`config.mk`:
```
export PLATFORM = sky130hd
export DESIGN_NAME = port_edge_change_detector
export DESIGN_NICKNAME = d
export VERILOG_FILES = /design/src/design/port_edge_pkg.sv /design/src/design/port_edge_change_detector.sv /design/src/design/edge_detect_lane.sv
export VERILOG_INCLUDE_DIRS = /design/src /design/src/design
export SDC_FILE = /design/constraint.sdc
export NUM_CORES = 1
export LEC_CHECK = 0
export ABC_AREA = 0
export BUFFER_PORTS_ARGS = -buffer_cell sky130_fd_sc_hd__buf_2
export CAP_MARGIN = 20
export CORE_ASPECT_RATIO = 1.5
export CORE_MARGIN = 1
export CORE_UTILIZATION = 35
export DETAILED_ROUTE_END_ITERATION = 10
export PLACE_DENSITY = 0.63
export SYNTH_ARGS = -nofsm -noshare
export SYNTH_HDL_FRONTEND = slang
export SYNTH_SLANG_ARGS = --single-unit
```
`constraint.sdc`:
```
create_clock -name clk -period 2.17 [get_ports clk]
set_clock_uncertainty 0.15 [all_clocks]
set_input_delay 0.217 -clock clk [delete_from_list [all_inputs] [get_ports clk]]
set_output_delay 0.217 -clock clk [all_outputs]
set_load 0.01 [all_outputs]
```
`src/design/port_edge_regs.svh`:
```
// Register indices, field positions and reset values of the port edge-change detector
// Summary of operation
// - Every pin has its own rising-edge enable bit; when set, a low-to-high change is an event.
// - Every pin has its own falling-edge enable bit; when set, a high-to-low change is an event.
// - A rising change on a pin whose rising enable is set sets that pin's change flag.
// - A falling change on a pin whose falling enable is set sets that pin's change flag.
// - Any enabled edge also sets the shared summary flag in the interrupt control register.
// - A pin with both edge enables clear never sets any flag.
// - Hardware sets the pin flags, software reads and writes them and clears one by writing zero.
// - The two top bits of the enable and flag registers are unimplemented and read zero.
// - Enables and flags are zero after every kind of reset.
// - The interrupt control register answers at the same in-bank index from every bank.
`ifndef PORT_EDGE_REGS_SVH
`define PORT_EDGE_REGS_SVH

// ****************************************************************
// Register indices (byte address is four times the index)
// ****************************************************************
`define IDX_INTERRUPT_CONTROL 10'h00B
`define IDX_RISE_EDGE_ENABLE 10'h010
`define IDX_FALL_EDGE_ENABLE 10'h011
`define IDX_PIN_CHANGE_FLAG 10'h012
`define IDX_IN_BANK_BITS 7

// ****************************************************************
// Interrupt control fields
// ****************************************************************
`define BIT_GLOBAL_IRQ_ENABLE 7
`define BIT_PERIPHERAL_IRQ_ENABLE 6
`define BIT_CHANGE_IRQ_ENABLE 3
`define BIT_CHANGE_SUMMARY_FLAG 0

// ****************************************************************
// Reset values
// ****************************************************************
`define RST_INTERRUPT_CONTROL 8'h00
`define RST_EDGE_ENABLE 8'h00
`define RST_PIN_CHANGE_FLAG 8'h00

`endif

```
`src/design/port_edge_pkg.sv`:
```
// Types shared by the port edge-change detector
package port_edge_pkg;

   typedef struct packed {
      logic global_irq_enable;
      logic peripheral_irq_enable;
      logic timer_irq_enable;
      logic ext_irq_enable;
      logic change_irq_enable;
      logic timer_flag;
      logic ext_flag;
      logic change_summary_flag;
   } interrupt_control_t;

   typedef enum logic [1:0] {
      RESP_OKAY = 2'b00,
      RESP_SLVERR = 2'b10
   } axi_resp_t;

   typedef enum logic [4:0] {
      SEL_NONE = 5'b00001,
      SEL_CTL = 5'b00010,
      SEL_RISE = 5'b00100,
      SEL_FALL = 5'b01000,
      SEL_FLAG = 5'b10000
   } reg_sel_t;

   typedef enum logic [1:0] {
      WR_COLLECT = 2'b01,
      WR_RESP = 2'b10
   } wr_state_t;

   typedef enum logic [1:0] {
      RD_IDLE = 2'b01,
      RD_DATA = 2'b10
   } rd_state_t;

   typedef struct packed {
      logic rise_enable;
      logic fall_enable;
   } edge_cfg_t;

endpackage : port_edge_pkg

```
`src/design/port_edge_change_detector.sv`:
```
// Port edge-change detector with its AXI4-Lite register slave
//
// Implementation choice: the AXI4-Lite register port.
`timescale 1ns/1ps
`default_nettype none
`include "port_edge_regs.svh"

module port_edge_change_detector
   import port_edge_pkg::*;
#(
   parameter int NUM_PINS = 6        // Port pins watched
)(
   input wire logic clk,                          // System clock, 100 MHz
   input wire logic resetn,                       // Asynchronous reset, active low
   input wire logic [NUM_PINS-1:0] port_a_pin,    // Port pin levels
   input wire logic [11:0] s_axi_awaddr,          // Write address
   input wire logic s_axi_awvalid,                // Write address valid
   output logic s_axi_awready,                    // Write address ready
   input wire logic [31:0] s_axi_wdata,           // Write data
   input wire logic [3:0] s_axi_wstrb,            // Write byte strobes
   input wire logic s_axi_wvalid,                 // Write data valid
   output logic s_axi_wready,                     // Write data ready
   output logic [1:0] s_axi_bresp,                // Write response
   output logic s_axi_bvalid,                     // Write response valid
   input wire logic s_axi_bready,                 // Write response ready
   input wire logic [11:0] s_axi_araddr,          // Read address
   input wire logic s_axi_arvalid,                // Read address valid
   output logic s_axi_arready,                    // Read address ready
   output logic [31:0] s_axi_rdata,               // Read data
   output logic [1:0] s_axi_rresp,                // Read response
   output logic s_axi_rvalid,                     // Read data valid
   input wire logic s_axi_rready,                 // Read data ready
   output logic [NUM_PINS-1:0] pin_change_flag,   // Per-pin change flags
   output logic irq                               // Interrupt request, active high
);

   // ****************************************************************
   // Parameter check
   // ****************************************************************
   if (NUM_PINS < 1 || NUM_PINS > 6) begin : g_bad_pins
      $error("NUM_PINS must be 1 to 6");
   end

   // ****************************************************************
   // Address decode
   // ****************************************************************
   localparam logic [9:0] CTL_INDEX = `IDX_INTERRUPT_CONTROL;

   function automatic reg_sel_t decode(input logic [11:0] addr);
      logic [9:0] idx;
      idx = addr[11:2];
      // Only the in-bank part is compared, so every bank reaches it
      if (idx[`IDX_IN_BANK_BITS-1:0] == CTL_INDEX[`IDX_IN_BANK_BITS-1:0]) begin
         decode = SEL_CTL;
      end else if (idx == `IDX_RISE_EDGE_ENABLE) begin
         decode = SEL_RISE;
      end else if (idx == `IDX_FALL_EDGE_ENABLE) begin
         decode = SEL_FALL;
      end else if (idx == `IDX_PIN_CHANGE_FLAG) begin
         decode = SEL_FLAG;
      end else begin
         decode = SEL_NONE;
      end
   endfunction : decode

   // ****************************************************************
   // Register state
   // ****************************************************************
   interrupt_control_t interrupt_control;
   logic [NUM_PINS-1:0] rise_edge_enable;
   logic [NUM_PINS-1:0] fall_edge_enable;
   interrupt_control_t next_interrupt_control;
   logic [NUM_PINS-1:0] next_rise_edge_enable;
   logic [NUM_PINS-1:0] next_fall_edge_enable;
   logic [NUM_PINS-1:0] next_pin_change_flag;
   logic next_irq;
   logic [NUM_PINS-1:0] pin_event;

   // ****************************************************************
   // Pin lanes
   // ****************************************************************
   for (genvar i = 0; i < NUM_PINS; i++) begin : g_lane
      edge_detect_lane u_lane (
         .clk(clk),
         .resetn(resetn),
         .pin(port_a_pin[i]),
         .cfg({rise_edge_enable[i], fall_edge_enable[i]}),
         .change_event(pin_event[i])
      );
   end

   // ****************************************************************
   // Write channel
   // ****************************************************************
   wr_state_t wr_state;
   wr_state_t next_wr_state;
   logic aw_full;
   logic w_full;
   logic [11:0] aw_addr;
   logic [7:0] w_byte;
   logic w_lane0;
   logic next_aw_full;
   logic next_w_full;
   logic [11:0] next_aw_addr;
   logic [7:0] next_w_byte;
   logic next_w_lane0;
   logic next_awready;
   logic next_wready;
   logic next_bvalid;
   logic [1:0] next_bresp;
   logic do_write;
   reg_sel_t wr_sel;

   always_comb begin
      next_wr_state = wr_state;
      next_aw_full = aw_full;
      next_w_full = w_full;
      next_aw_addr = aw_addr;
      next_w_byte = w_byte;
      next_w_lane0 = w_lane0;
      next_bvalid = s_axi_bvalid;
      next_bresp = s_axi_bresp;
      wr_sel = decode(aw_addr);
      do_write = 1'b0;
      case (wr_state)
         WR_COLLECT: begin
            if (s_axi_awvalid && s_axi_awready) begin
               next_aw_full = 1'b1;
               next_aw_addr = s_axi_awaddr;
            end
            if (s_axi_wvalid && s_axi_wready) begin
               next_w_full = 1'b1;
               next_w_byte = s_axi_wdata[7:0];
               next_w_lane0 = s_axi_wstrb[0];
            end
            if (aw_full && w_full) begin
               do_write = 1'b1;
               next_bvalid = 1'b1;
               next_bresp = (wr_sel == SEL_NONE) ? RESP_SLVERR : RESP_OKAY;
               next_wr_state = WR_RESP;
            end
         end
         WR_RESP: begin
            if (s_axi_bready) begin
               next_bvalid = 1'b0;
               next_aw_full = 1'b0;
               next_w_full = 1'b0;
               next_wr_state = WR_COLLECT;
            end
         end
         default: begin
            next_wr_state = WR_COLLECT;
            next_aw_full = 1'b0;
            next_w_full = 1'b0;
            next_bvalid = 1'b0;
         end
      endcase
      next_awready = (next_wr_state == WR_COLLECT) && !next_aw_full;
      next_wready = (next_wr_state == WR_COLLECT) && !next_w_full;
   end

   always_ff @(posedge clk or negedge resetn) begin
      if (!resetn) begin
         wr_state <= WR_COLLECT;
         aw_full <= 1'b0;
         w_full <= 1'b0;
         aw_addr <= 12'h000;
         w_byte <= 8'h00;
         w_lane0 <= 1'b0;
         s_axi_awready <= 1'b0;
         s_axi_wready <= 1'b0;
         s_axi_bvalid <= 1'b0;
         s_axi_bresp <= RESP_OKAY;
      end else begin
         wr_state <= next_wr_state;
         aw_full <= next_aw_full;
         w_full <= next_w_full;
         aw_addr <= next_aw_addr;
         w_byte <= next_w_byte;
         w_lane0 <= next_w_lane0;
         s_axi_awready <= next_awready;
         s_axi_wready <= next_wready;
         s_axi_bvalid <= next_bvalid;
         s_axi_bresp <= next_bresp;
      end
   end

   // ****************************************************************
   // Register update
   // ****************************************************************
   // Byte lane 0 alone carries register data; other lanes are ignored
   always_comb begin
      logic wr_byte;
      wr_byte = do_write && w_lane0;
      next_interrupt_control = interrupt_control;
      next_rise_edge_enable = rise_edge_enable;
      next_fall_edge_enable = fall_edge_enable;
      next_pin_change_flag = pin_change_flag;
      if (wr_byte && wr_sel == SEL_CTL) begin
         next_interrupt_control = interrupt_control_t'(w_byte);
      end
      if (wr_byte && wr_sel == SEL_RISE) begin
         next_rise_edge_enable = w_byte[NUM_PINS-1:0];
      end
      if (wr_byte && wr_sel == SEL_FALL) begin
         next_fall_edge_enable = w_byte[NUM_PINS-1:0];
      end
      if (wr_byte && wr_sel == SEL_FLAG) begin
         next_pin_change_flag = w_byte[NUM_PINS-1:0];
      end
      // Set beats a clear written in the same cycle
      next_pin_change_flag = next_pin_change_flag | pin_event;
      if (|pin_event) begin
         next_interrupt_control.change_summary_flag = 1'b1;
      end
      next_irq = interrupt_control.change_summary_flag &
                 interrupt_control.change_irq_enable &
                 interrupt_control.global_irq_enable;
   end

   always_ff @(posedge clk or negedge resetn) begin
      if (!resetn) begin
         interrupt_control <= interrupt_control_t'(`RST_INTERRUPT_CONTROL);
         rise_edge_enable <= NUM_PINS'(`RST_EDGE_ENABLE);
         fall_edge_enable <= NUM_PINS'(`RST_EDGE_ENABLE);
         pin_change_flag <= NUM_PINS'(`RST_PIN_CHANGE_FLAG);
         irq <= 1'b0;
      end else begin
         interrupt_control <= next_interrupt_control;
         rise_edge_enable <= next_rise_edge_enable;
         fall_edge_enable <= next_fall_edge_enable;
         pin_change_flag <= next_pin_change_flag;
         irq <= next_irq;
      end
   end

   // ****************************************************************
   // Read channel
   // ****************************************************************
   rd_state_t rd_state;
   rd_state_t next_rd_state;
   logic next_arready;
   logic next_rvalid;
   logic [31:0] next_rdata;
   logic [1:0] next_rresp;

   always_comb begin
      reg_sel_t rd_sel;
      logic [7:0] rd_byte;
      rd_sel = decode(s_axi_araddr);
      rd_byte = 8'h00;
      next_rd_state = rd_state;
      next_rvalid = s_axi_rvalid;
      next_rdata = s_axi_rdata;
      next_rresp = s_axi_rresp;
      case (rd_sel)
         SEL_CTL: rd_byte = interrupt_control;
         SEL_RISE: rd_byte[NUM_PINS-1:0] = rise_edge_enable;
         SEL_FALL: rd_byte[NUM_PINS-1:0] = fall_edge_enable;
         SEL_FLAG: rd_byte[NUM_PINS-1:0] = pin_change_flag;
         default: rd_byte = 8'h00;
      endcase
      case (rd_state)
         RD_IDLE: begin
            if (s_axi_arvalid && s_axi_arready) begin
               next_rvalid = 1'b1;
               next_rdata = {24'h000000, rd_byte};
               next_rresp = (rd_sel == SEL_NONE) ? RESP_SLVERR : RESP_OKAY;
               next_rd_state = RD_DATA;
            end
         end
         RD_DATA: begin
            if (s_axi_rready) begin
               next_rvalid = 1'b0;
               next_rd_state = RD_IDLE;
            end
         end
         default: begin
            next_rvalid = 1'b0;
            next_rd_state = RD_IDLE;
         end
      endcase
      next_arready = (next_rd_state == RD_IDLE);
   end

   always_ff @(posedge clk or negedge resetn) begin
      if (!resetn) begin
         rd_state <= RD_IDLE;
         s_axi_arready <= 1'b0;
         s_axi_rvalid <= 1'b0;
         s_axi_rdata <= 32'h00000000;
         s_axi_rresp <= RESP_OKAY;
      end else begin
         rd_state <= next_rd_state;
         s_axi_arready <= next_arready;
         s_axi_rvalid <= next_rvalid;
         s_axi_rdata <= next_rdata;
         s_axi_rresp <= next_rresp;
      end
   end

endmodule : port_edge_change_detector

`default_nettype wire

```
`src/design/edge_detect_lane.sv`:
```
// One pin's sampler and edge qualifier
`timescale 1ns/1ps
`default_nettype none

module edge_detect_lane
   import port_edge_pkg::*;
(
   input wire logic clk,             // System clock
   input wire logic resetn,          // Asynchronous reset, active low
   input wire logic pin,             // Port pin level, clock synchronous
   input wire edge_cfg_t cfg,        // Edge enables for this pin
   output logic change_event         // Enabled edge seen this cycle
);

   logic last_sample;
   logic primed;
   logic next_last_sample;
   logic next_primed;

   always_comb begin
      next_last_sample = pin;
      next_primed = 1'b1;
   end

   always_ff @(posedge clk or negedge resetn) begin
      if (!resetn) begin
         last_sample <= 1'b0;
         primed <= 1'b0;
      end else begin
         last_sample <= next_last_sample;
         primed <= next_primed;
      end
   end

   // No compare until a real sample exists, else a high pin fakes a rise
   always_comb begin
      change_event = primed &
         ((cfg.rise_enable & pin & ~last_sample) |
          (cfg.fall_enable & ~pin & last_sample));
   end

endmodule : edge_detect_lane

`default_nettype wire

```
==> results.sh <==
export IMPL_status="finished, final reports clean"
export IMPL_yosysSeqAreaShare=0.542
export IMPL_end_kind="flip-flop"
export IMPL_ys_flop_type="dfrtp_1"
export IMPL_track_usage=0.158
export IMPL_areaGrowthSynthToFinish_pct=30.0
export IMPL_finalSetupViolCount=0
export IMPL_htree_levels=3
export IMPL_power_density_nw_per_um2=983
export IMPL_yosysWarnings=0
export IMPL_p_sw_frac=0.282
export IMPL_cts_tree="yes"
export IMPL_cts_sinks=74
export IMPL_cts_buffer_depth=2
export IMPL_place_gp_congestion=0.784
export IMPL_switchingPower_uw=1230
export IMPL_p_seq_frac=0.440
export IMPL_n_fill_cell=895
export IMPL_num_vias=2463
export IMPL_root_buffer="clkbuf_16"
export IMPL_leakage_uw=0.00217
export IMPL_crit_start="aw_addr[9]"
export IMPL_drv_cap=0
export IMPL_worstSetupStartpointType="flip-flop"
export IMPL_fmax_mhz=476
export IMPL_fin_crit_sh=0.969
export IMPL_syn_area_um2=3420
export IMPL_synth_area_per_cell_um2=12.0
export IMPL_arrival_ps=2170
export IMPL_final_area_um2=4440
export IMPL_viasPerCell=4.85
export IMPL_cpPeakStageDelay_ps=570
export IMPL_ir_worst_vdd_uv=644
export IMPL_dieArea_um2=10200
export IMPL_cp_endpoint="rise_edge_enable[4]"
export IMPL_clock_latency_ps=330
export IMPL_dr_pass1_iters=4
export IMPL_rows=43
export IMPL_worstReg2RegEnd="rise_edge_enable[4]"
export IMPL_synth_area_top_cells="dfrtp_1, mux2_2, buf_4"
export IMPL_ys_types=36
export IMPL_reg2reg_slack_ps=70
export IMPL_slew_violations=0
export IMPL_die_w_um=82.7
export IMPL_yosys_cell_count_top_type="dfrtp_1"
export IMPL_instances_no_fill=508
export IMPL_r2r_start="aw_addr[9]"
export IMPL_wirelength_um=7190
export IMPL_reg2reg_depth=5
export IMPL_cts_buffers=9
export IMPL_synth_edff_count=0
export IMPL_cp_slowest_cell="or4b_4"
export IMPL_pwr_share_comb=0.213
export IMPL_portBuffers=63
export IMPL_place_area_um2=3860
export IMPL_hold_viol_final=0
export IMPL_chipHeight_um=123
export IMPL_coreArea_um2=9360
export IMPL_worstPathRequired_ps=2230
export IMPL_p_clk_frac=0.347
export IMPL_antenna_found_initial=0
export IMPL_yosys_area_top_type="dfrtp_1"
export IMPL_dp_hpwl_um=5210
export IMPL_yosysTopAreaCellShare=0.527
export IMPL_period_needed_ps=2100
export IMPL_synth_seq_cells=74
export IMPL_synth_cells=285
export IMPL_synthTopCellsByCount="dfrtp_1, mux2_2, buf_4"
export IMPL_grt_pass1_wl_um=11800
export IMPL_path_cells="or4b_4 > nor4_4 > nand2_1 > buf_4 > mux2_2"
export IMPL_nets=468
export IMPL_dp_cells=466
export IMPL_wl_per_cell_um=14.2
export IMPL_initial_core_util=0.365
export IMPL_hold_path_class="primary input to flip-flop"
export IMPL_worstPathMaxFanout=6
export IMPL_drc=0
export IMPL_clkSlewWorstSetupHoldPaths_ps=60
export IMPL_drive_gt1_frac=0.343
export IMPL_antennaDiodeCount=0
export IMPL_ios=121
export IMPL_cell_internal_pwr_uw=3130
export IMPL_grt_overflow=0
export IMPL_grt_max_degree=30
export IMPL_first_global_vias=2513
export IMPL_synthArstFlopShare=1.00
export IMPL_worstSetupPathType="flip-flop to flip-flop"
export IMPL_first_iter_violations=86
export IMPL_antenna_left=0
[power by group through the flow]
stage	registers (uW)	clock network [uW]	logic, uW
after CTS	1920	1540	930
after detailed placement	1940	0	890
after floorplan	1890	0	640
after global routing	1970	1610	1040
after global placement	1930	0	858
final	1920	1520	929
[worst max-delay path: cells and delay by family, from the launching register on]
family	cells	cell delay, ps
and+or+nand+nor	3	1000
DFF	1	380
muxes	1	280
buffers and inverters	1	180
[cell type report]
cell class	count	area, um^2	share of cell area
repair buffers	101	678	0.153
clock inverters	5	61.3	0.0138
clock buffers	11	253	0.0569
flip-flops and latches	74	1850	0.417
well taps	112	140	0.0315
multi-input cells	196	1420	0.320
inverters	9	33.8	0.00760
[cell families after synthesis]
group | share of synthesized area
adders and majority gates | 0.0146
AOI/OAI and AO/OA | 0.0842
other | 0.00220
muxes | 0.163
DFF | 0.542
buffers and inverters | 0.0724
and+or+nand+nor | 0.121
[flip-flops by register name (all words and copies together) (netlist names)]
signal                     cells
pin_change_flag                6
s_axi_rvalid                   1
w_lane0                        1
g_lane.u_lane.primed           1
s_axi_arready                  1
interrupt_control              8
rise_edge_enable               6
wr_state                       2
irq                            1
fall_edge_enable               6
s_axi_awready                  1
w_byte                         8
rd_state                       2
w_full                         1
aw_addr                       10
g_lane.u_lane.last_sample      6
s_axi_bvalid                   1
s_axi_rresp                    1
s_axi_bresp                    1
aw_full                        1
s_axi_rdata                    8
s_axi_wready                   1
[what timing repair did]
| action | 4_1_cts | 5_1_grt |
|---|---|---|
| hold endpoints to repair | 97 | 0 |
| endpoints found under the setup margin | 0 | 6 |
| setup buffers | 0 | 0 |
| resized for setup | 0 | 2 |
| hold buffers | 26 | 0 |
[cells in the final DEF, fill, tap and decap left out, types with 2 or more instances in the layout]
cell           instances
nor2_1                19
clkbuf_16              9
buf_2                 63
a22oi_1                6
a31oi_1                2
clkbuf_8               2
o21ai_0                9
a21oi_1                7
mux2_2                38
nand2_1               17
a211o_1                3
mux2i_1               13
or3_1                  2
inv_1                  9
clkinvlp_4             3
dfstp_2                2
a21boi_0               5
dlygate4sd3_1         26
nand3_1                4
nand4b_1              10
nor3_1                 3
nor2b_1                3
ha_1                   4
conb_1                27
buf_4                 11
o2bb2ai_1              6
nand3b_1               5
dfrtp_1               72
[worst min path at each step]
| stage | from | end | slack (ps) | depth (start not counted) |
|---|---|---|---|---|
| global route | s_axi_rready | rd_state[0] | 90 | 3 |
| detailed placement | resetn | aw_addr[11] | -60 | 1 |
| global placement | resetn | aw_addr[10] | -70 | 1 |
| finish | s_axi_rready | rd_state[0] | 60 | 3 |
| CTS | s_axi_rready | rd_state[0] | 50 | 3 |
| floorplan | resetn | aw_addr[10] | -230 | 0 |
[routing by layer]
layer,share of wire,vias to the layer above,routed length [um],track usage
met4,0.015,0,108,0.0582
met1,0.39,1189,2800,0.174
li1,-,1184,-,-
met3,0.051,9,370,0.0384
met2,0.54,81,3910,0.285
met5,0,-,0,0
[metrics by stage]
stage                     worst slack (ps)   util  TNS (ps)  power [uW]  hold slack (ps)
after global routing                 -2.68  0.475     -6.63        4610             88.0
final                                 67.5  0.475         0        4370             61.0
after global placement                80.1  0.412         0        2790            -71.6
after floorplan                        133      -         0        2530             -229
after CTS                             15.1  0.473         0        4390             49.7
after detailed placement              45.7  0.412         0        2830            -64.8
No activity file was read; power rests on OpenSTA's default activity.
